===== config.mk =====
export PLATFORM = sky130hd
export DESIGN_NAME = tmrec_top
export DESIGN_NICKNAME = d
export VERILOG_FILES = /design/src/hw/tmrec_sync.v /design/src/hw/tmrec_top.v
export VERILOG_INCLUDE_DIRS = /design/src /design/src/hw
export SDC_FILE = /design/constraint.sdc
export NUM_CORES = 1
export LEC_CHECK = 0
export BUFFER_PORTS_ARGS = -buffer_cell sky130_fd_sc_hd__buf_2
export CAP_MARGIN = 0
export CORE_AREA = 4 4 89 91
export CTS_BUF_LIST = sky130_fd_sc_hd__clkbuf_8
export CTS_CLUSTER_SIZE = 30
export DETAILED_ROUTE_END_ITERATION = 8
export DIE_AREA = 0 0 93 95
export PLACE_DENSITY = 0.81
export SLEW_MARGIN = 20
export SYNTH_ARGS = -nofsm -noshare
export SYNTH_HDL_FRONTEND = slang
export SYNTH_SLANG_ARGS = --single-unit

===== constraint.sdc =====
create_clock -name sys_clk -period 2.2 [get_ports sys_clk]
set_input_delay 0.22 -clock sys_clk [delete_from_list [all_inputs] [get_ports sys_clk]]
set_output_delay 0.22 -clock sys_clk [all_outputs]
set_load 0.1 [all_outputs]

===== src/hw/tmrec_map.vh =====
`ifndef TMREC_MAP_VH
`define TMREC_MAP_VH
// Register word addresses
`define TMREC_ADDR_MODE     8'h8B
`define TMREC_ADDR_PRESC    8'h8C
`define TMREC_ADDR_TIMER    8'h8D
`define TMREC_ADDR_PINSEL   8'h8E
`define TMREC_ADDR_STATUS   8'h8F
`define TMREC_ADDR_MASK     8'h90
// Mode register fields
`define TMREC_MODE_LO       0
`define TMREC_MODE_HI       1
`define TMREC_BIT_EDGE      3
`define TMREC_BIT_RUN       4
`define TMREC_MODE_EVENT    2'h2
// Status bit positions
`define TMREC_ST_UNDER      0
`define TMREC_ST_EXT        1
// Reset values
`define TMREC_RST_MODE      8'h00
`define TMREC_RST_PRESC     8'hFF
`define TMREC_RST_TIMER     8'hFF
`endif


===== src/hw/tmrec_sync.v =====
// Two-stage synchroniser for pin inputs
module tmrec_sync
#(
  parameter WIDTH = 2
)
(
  input  wire             sys_clk,
  input  wire             rst,
  input  wire [WIDTH-1:0] async_in,
  output reg  [WIDTH-1:0] sync_out
);

  reg [WIDTH-1:0] stage1;

  // First stage feeds only the second
  always @(posedge sys_clk)
  begin
    if (rst)
    begin
      stage1   <= {WIDTH{1'b0}};
      sync_out <= {WIDTH{1'b0}};
    end
    else
    begin
      stage1   <= async_in;
      sync_out <= stage1;
    end
  end

endmodule


===== src/hw/tmrec_top.v =====
// Added by the designer: strobed register access.
`include "tmrec_map.vh"
module tmrec_top
#(
  parameter WIDTH = 8
)
(
  input  wire             sys_clk,
  input  wire             rst,
  input  wire [7:0]       reg_addr,
  input  wire [7:0]       reg_wdata,
  input  wire             reg_wr,
  input  wire             reg_rd,
  output reg  [7:0]       reg_rdata,
  input  wire             event_input_a,
  input  wire             event_input_b,
  output wire             irq,
  output reg              timer_irq_pulse,
  output reg              ext_irq_pulse
);

  wire [1:0]       pins_sync;
  reg  [7:0]       timer_mode_control;
  reg              event_pin_select;
  reg  [WIDTH-1:0] presc_reload;
  reg  [WIDTH-1:0] presc_count;
  reg  [WIDTH-1:0] timer_reload;
  reg  [WIDTH-1:0] timer_count;
  reg  [1:0]       status;
  reg  [1:0]       mask;
  reg  [1:0]       pins_prev;
  reg              presc_pend;
  reg              timer_pend;
  reg  [3:0]       wr_phase;
  reg              next_edge_sel;

  // Staging of a running write, one-hot
  localparam [3:0] STG_IDLE   = 4'h1;
  localparam [3:0] STG_RELOAD = 4'h2;
  localparam [3:0] STG_LOAD   = 4'h4;
  localparam [3:0] STG_SKIP   = 4'h8;

  // Pins cross into sys_clk before use
  tmrec_sync
  #(
    .WIDTH (2)
  )
  u_sync
  (
    .sys_clk  (sys_clk),
    .rst      (rst),
    .async_in ({event_input_b, event_input_a}),
    .sync_out (pins_sync)
  );

  // Edge detect with polarity select
  function edge_hit;
    input cur;
    input prev;
    input fall;
    begin
      edge_hit = fall ? (prev & ~cur) : (cur & ~prev);
    end
  endfunction

  // One step down; both counters share it
  function [WIDTH-1:0] dec_one;
    input [WIDTH-1:0] val;
    begin
      dec_one = val - {{(WIDTH-1){1'b0}}, 1'b1};
    end
  endfunction

  // Write strobe aimed at one register
  function wr_at;
    input       wr;
    input [7:0] addr;
    input [7:0] target;
    begin
      wr_at = wr & (addr == target);
    end
  endfunction

  wire edge_pol  = timer_mode_control[`TMREC_BIT_EDGE];
  wire run       = timer_mode_control[`TMREC_BIT_RUN];
  wire event_md  = timer_mode_control[`TMREC_MODE_HI:`TMREC_MODE_LO]
                   == `TMREC_MODE_EVENT;

  wire sel_cur  = event_pin_select ? pins_sync[1] : pins_sync[0];
  wire sel_prev = event_pin_select ? pins_prev[1] : pins_prev[0];
  wire src_evt  = edge_hit(sel_cur, sel_prev, edge_pol);

  wire ext_evt = edge_hit(pins_sync[0], pins_prev[0], edge_pol) |
                 edge_hit(pins_sync[1], pins_prev[1], edge_pol);

  wire count_en = run & event_md;
  wire tick     = count_en & src_evt & (wr_phase == STG_IDLE);

  wire presc_zero = (presc_count == {WIDTH{1'b0}});
  wire timer_zero = (timer_count == {WIDTH{1'b0}});
  wire timer_unf  = tick & presc_zero & timer_zero;

  // Register write decode
  wire wr_presc  = wr_at(reg_wr, reg_addr, `TMREC_ADDR_PRESC);
  wire wr_timer  = wr_at(reg_wr, reg_addr, `TMREC_ADDR_TIMER);
  wire wr_mode   = wr_at(reg_wr, reg_addr, `TMREC_ADDR_MODE);
  wire wr_pinsel = wr_at(reg_wr, reg_addr, `TMREC_ADDR_PINSEL);
  wire wr_mask   = wr_at(reg_wr, reg_addr, `TMREC_ADDR_MASK);
  wire wr_status = wr_at(reg_wr, reg_addr, `TMREC_ADDR_STATUS);

  // polarity change makes a pseudo edge
  always @*
  begin
    next_edge_sel = 1'b0;
    if (wr_mode && (reg_wdata[`TMREC_BIT_EDGE] != edge_pol))
      next_edge_sel = sel_cur;
  end

  // Pin history
  always @(posedge sys_clk)
  begin
    if (rst)
      pins_prev <= 2'h0;
    else
      pins_prev <= pins_sync;
  end

  // Control registers
  always @(posedge sys_clk)
  begin
    if (rst)
    begin
      timer_mode_control <= `TMREC_RST_MODE;
      event_pin_select   <= 1'b0;
      mask               <= 2'h0;
    end
    else
    begin
      if (wr_mode)
        timer_mode_control <= reg_wdata;
      if (wr_pinsel)
        event_pin_select <= reg_wdata[0];
      if (wr_mask)
        mask <= reg_wdata[1:0];
    end
  end

  // Staged write sequence while running
  always @(posedge sys_clk)
  begin
    if (rst)
    begin
      wr_phase   <= STG_IDLE;
      presc_pend <= 1'b0;
      timer_pend <= 1'b0;
    end
    else if (!count_en)
    begin
      // Stopping drops a half-done staging
      wr_phase   <= STG_IDLE;
      presc_pend <= 1'b0;
      timer_pend <= 1'b0;
    end
    else if (wr_presc || wr_timer)
    begin
      wr_phase   <= STG_RELOAD;
      presc_pend <= presc_pend | wr_presc;
      timer_pend <= timer_pend | wr_timer;
    end
    else if (src_evt)
    begin
      case (wr_phase)
        STG_RELOAD: wr_phase <= STG_LOAD;
        STG_LOAD:   wr_phase <= STG_SKIP;
        STG_SKIP:
        begin
          // Third event is swallowed, not counted
          wr_phase   <= STG_IDLE;
          presc_pend <= 1'b0;
          timer_pend <= 1'b0;
        end
        default:    wr_phase <= STG_IDLE;
      endcase
    end
  end

  // Held write data for the staged path
  reg [WIDTH-1:0] presc_hold;
  reg [WIDTH-1:0] timer_hold;

  // Counters and reloads
  always @(posedge sys_clk)
  begin
    if (rst)
    begin
      presc_reload <= `TMREC_RST_PRESC;
      presc_count  <= `TMREC_RST_PRESC;
      timer_reload <= `TMREC_RST_TIMER;
      timer_count  <= `TMREC_RST_TIMER;
      presc_hold   <= `TMREC_RST_PRESC;
      timer_hold   <= `TMREC_RST_TIMER;
    end
    else
    begin
      if (wr_presc)
        presc_hold <= reg_wdata[WIDTH-1:0];
      if (wr_timer)
        timer_hold <= reg_wdata[WIDTH-1:0];
      if (!count_en)
      begin
        if (wr_presc)
        begin
          presc_reload <= reg_wdata[WIDTH-1:0];
          presc_count  <= reg_wdata[WIDTH-1:0];
        end
        if (wr_timer)
        begin
          timer_reload <= reg_wdata[WIDTH-1:0];
          timer_count  <= reg_wdata[WIDTH-1:0];
        end
      end
      else if (src_evt && wr_phase == STG_RELOAD)
      begin
        if (presc_pend)
          presc_reload <= presc_hold;
        if (timer_pend)
          timer_reload <= timer_hold;
      end
      else if (src_evt && wr_phase == STG_LOAD)
      begin
        if (presc_pend)
          presc_count <= presc_reload;
        if (timer_pend)
          timer_count <= timer_reload;
      end
      else if (tick)
      begin
        // reload gives n+1 and m+1 division
        if (presc_zero)
        begin
          presc_count <= presc_reload;
          if (timer_zero)
            timer_count <= timer_reload;
          else
            timer_count <= dec_one(timer_count);
        end
        else
          presc_count <= dec_one(presc_count);
      end
    end
  end

  // Events that set status bits this cycle
  wire [1:0] status_set = {event_md & (ext_evt | next_edge_sel), timer_unf};

  // Sticky status, set beats clear
  always @(posedge sys_clk)
  begin
    if (rst)
    begin
      status          <= 2'h0;
      timer_irq_pulse <= 1'b0;
      ext_irq_pulse   <= 1'b0;
    end
    else
    begin
      timer_irq_pulse <= timer_unf;
      ext_irq_pulse   <= status_set[`TMREC_ST_EXT];
      // Clear by one, but a fresh event wins
      if (wr_status)
        status <= (status & ~reg_wdata[1:0]) | status_set;
      else
        status <= status | status_set;
    end
  end

  assign irq = |(status & mask);

  // Live counts for read-back; bus is eight bits, so WIDTH stays 8
  wire [7:0] presc_rd = presc_count;
  wire [7:0] timer_rd = timer_count;

  // Read port, one cycle latency
  always @(posedge sys_clk)
  begin
    if (rst)
      reg_rdata <= 8'h00;
    else if (reg_rd)
    begin
      if (reg_addr == `TMREC_ADDR_MODE)
        reg_rdata <= timer_mode_control;
      else if (reg_addr == `TMREC_ADDR_PRESC)
        reg_rdata <= presc_rd;
      else if (reg_addr == `TMREC_ADDR_TIMER)
        reg_rdata <= timer_rd;
      else if (reg_addr == `TMREC_ADDR_PINSEL)
        reg_rdata <= {7'h00, event_pin_select};
      else if (reg_addr == `TMREC_ADDR_STATUS)
        reg_rdata <= {6'h00, status};
      else if (reg_addr == `TMREC_ADDR_MASK)
        reg_rdata <= {6'h00, mask};
      else
        reg_rdata <= 8'h00;
    end
    else
      reg_rdata <= 8'h00;
  end

endmodule


==> impl_results.md <==
* Worst setup margin at 87.50 ps
* Skew-Pair Late Insertion Delay at 360 ps
* Antenna Nets Post-Route at 0
* WHS at 66.52 ps
* Leakage at 1.883 nW
* CTS tree: built
* CTS root buffer: clkbuf_8
* Worst R2R End: presc_reload[3]$_SDFFE_PP1P_
* Vias post-DR at 4187
* Hold_buf cts at 0
* CP max stage delay at 590 ps
* # H-tree levels at 3
* Worst Path Arrival at 2350 ps
* Cells after synthesis at 493
* Vias per cell at 6.657
* Synth unique cells at 75
* R2r startpoint: timer_mode_control[3]$_SDFFE_PP0N_
* Commonest cells post-synth: dfxtp_1, nand3_1, nor2_1
* Drt first pass iters at 6
* Worst slew pin tran at 556.9 ps
* RSZ-0062 raised after global routing: true
* Die width at 93 µm
* Top FF cell, synth: dfxtp_1
* Synth Cell Area at 4325 µm²
* Final Non-Filler Cells at 629
* P&R area growth vs syn at 12.55%
* Final Hold Vio Count at 0
* Status: completed
* Max-cap viol count at 0
* CP endpoint: presc_reload[3]$_SDFFE_PP1P_
* TritonCTS Buffers at 9
* Post-place setup slack at 115.8 ps
* Avg WL per Cell at 19.73 µm
* Clk buf depth at 2
* Worst-path clk slew at 90 ps
* DR WL met3 at 1370 µm
* Largest cells by area after synthesis: dfxtp_1, nand3_1, nor2_1, nand2_1, mux2i_1
* Uppermost layer routed: met4
* CTS sink cnt at 83
* Final wirelength at 12410 µm
* Final max-slew violation count at 0
* PwrDens at 626.7 nW/µm²
* Seq/Total Area, Yosys at 0.3841
* Initial DRC count at 576
* Most frequent cell after synthesis: dfxtp_1
* Initial antenna violation count at 0
* YS warnings at 0
* Post-synth EDFFs at 0
* Crit-path max FO at 8
* Synth Net Count at 519
* Crit-path cells: buf_4, or4bb_1, nand4_4, a31oi_2, a211oi_1, o21ai_1
* Placer Congestion at 0.9191
* Critical Path Sink Type: flip-flop
* Height of the die at 95 µm
* Length of routed wiring on met1 at 4927 µm
* Largest net degree at the start of global routing at 41
* Diodes inserted at 0
* Fmax at 473.4 MHz
* I/O pin total at 33
* Clock skew at 8.486 ps
* Mean Syn Cell Area at 8.774 µm²
* Tcrit/Tclk final at 0.9602
* Worst Setup SP: timer_mode_control[3]$_SDFFE_PP0N_
* Gr ovfl total at 0
* Vias in the first global route at 3939
* Ys async rst share at 0
* R2R Setup Slk at 90 ps
* Rows at 31
* Setup CP Type: flip-flop to flip-flop
* Die ar. at 8835 µm²
* Cell count of the worst reg-to-reg path at 6
* Yosys reg bits at 83
* Required @ worst endpoint at 2430 ps
* Peak supply drop at 0.0004359 V
* Post-route DRC at 0
* Dpl cells at 613
* Final setup vio count at 0
* Initial Util at 0.6061
* Post-detail-place hpwl at 8657 µm
* Min cycle time layout at 2112 ps
* Area leader, netlist: dfxtp_1
* PortBufs at 32
* Gr usage total at 0.2913
* Core area at 7137 µm²
* Normalized max-slew margin at 0.6247
* Slowest CP cell: or4bb_1
* Nets at 551
* Share of cells above drive strength 1 at 0.1774
* HP Class: primary input to flip-flop
* Crit path launch type: flip-flop
* Met2 wire length at 5547 µm
* Global-route wire length before repair at 19980 µm
* Top-area cell type share of the netlist area at 0.3841
## critical path, delay by kind of cell, from the launching register on
family,cells,cell delay [ps]
simple gates,2,780
compound gates,3,670
flops,1,360
buf+inv,1,170
## registers in the layout, summed over array words and instances (netlist names), 4 cells and up
register / count
reg_rdata: 8
timer_reload: 8
presc_hold: 8
timer_mode_control: 8
presc_count: 8
presc_reload: 8
timer_hold: 8
timer_count: 8
wr_phase: 4
## repair_timing
item | 4_1_cts | 5_1_grt
resized for setup | 0 | 1
hold endpoints to repair | 0 | 0
setup endpoints to repair | 0 | 1
buffers inserted | 0 | 0
## area by class of cell
type	count	area (µm²)
multi-input combinational	368	2470
fill	576	2268
sequential	83	1662
timing repair buffer	53	317.8
clock buffer	10	137.6
tap	99	123.9
clock inverter	6	120.1
inverter	10	37.54
## where the power goes
group / total [mW] / switching (mW) / internal (mW)
Sequential: 1.51 / 0.00624 / 1.51
Combinational: 0.144 / 0.0987 / 0.0450
Clock: 1.39 / 0.593 / 0.801
## worst min-delay path by stage
stage                                           start  slack, ps                             to  cells after the start
after floorplan                          reg_wdata[0]        340     presc_hold[0]$_SDFFE_PP1P_                      2
after global placement    u_sync.stage1[1]$_SDFF_PP0_        420  u_sync.sync_out[1]$_SDFF_PP0_                      1
after detailed placement  u_sync.stage1[1]$_SDFF_PP0_        430  u_sync.sync_out[1]$_SDFF_PP0_                      1
after CTS                               event_input_b         60    u_sync.stage1[1]$_SDFF_PP0_                      2
after global routing                    event_input_b         80    u_sync.stage1[1]$_SDFF_PP0_                      2
final                                   event_input_b         70    u_sync.stage1[1]$_SDFF_PP0_                      2
## per-stage QoR
stage	power, mW	area (µm²)	utilization	TNS (ps)
after floorplan	1.625	4325	-	0
after global placement	1.683	4604	0.6452	0
after detailed placement	1.686	4604	0.6452	0
after CTS	3.060	4862	0.6813	0
after global routing	3.124	4868	0.6822	-1.726
final	3.051	4868	0.6822	0
## cells in the final DEF, fill, tap and decap left out, types with 4 or more instances in the layout
cell type | synthesis | layout
nor2_1 | 47 | 47
inv_1 | 10 | 10
buf_2 | 10 | 32
mux2i_1 | 14 | 14
o21ai_1 | 19 | 19
nor2b_1 | 8 | 8
clkbuf_8 | 1 | 10
dfxtp_1 | 83 | 83
ha_1 | 4 | 4
a221oi_1 | 9 | 8
a32oi_1 | 7 | 7
nor3_1 | 20 | 20
xnor2_1 | 7 | 7
nand2_1 | 44 | 44
a21oi_1 | 16 | 16
a22oi_1 | 10 | 10
buf_4 | 1 | 21
o211ai_1 | 4 | 4
and2_1 | 10 | 10
nand3_1 | 48 | 48
and3_1 | 4 | 4
nor4b_1 | 6 | 6
xor2_1 | 5 | 5
a211oi_1 | 10 | 10
## per-layer routing
layer / track usage / vias up
li1: - / 1899
met1: 0.3759 / 1955
met2: 0.4535 / 270
met3: 0.05817 / 63
met4: 0.1685 / 0
met5: 0 / -
## kinds of logic after synthesis
kind of cell | synth area share
adders and majority gates | 0.01157
and+or+nand+nor | 0.3098
DFF | 0.3841
xor gates and xnor gates | 0.02430
muxes | 0.03760
AOI/OAI and AO/OA | 0.1863
buffers and inverters | 0.04628
No activity file was read; power rests on OpenSTA's default activity.
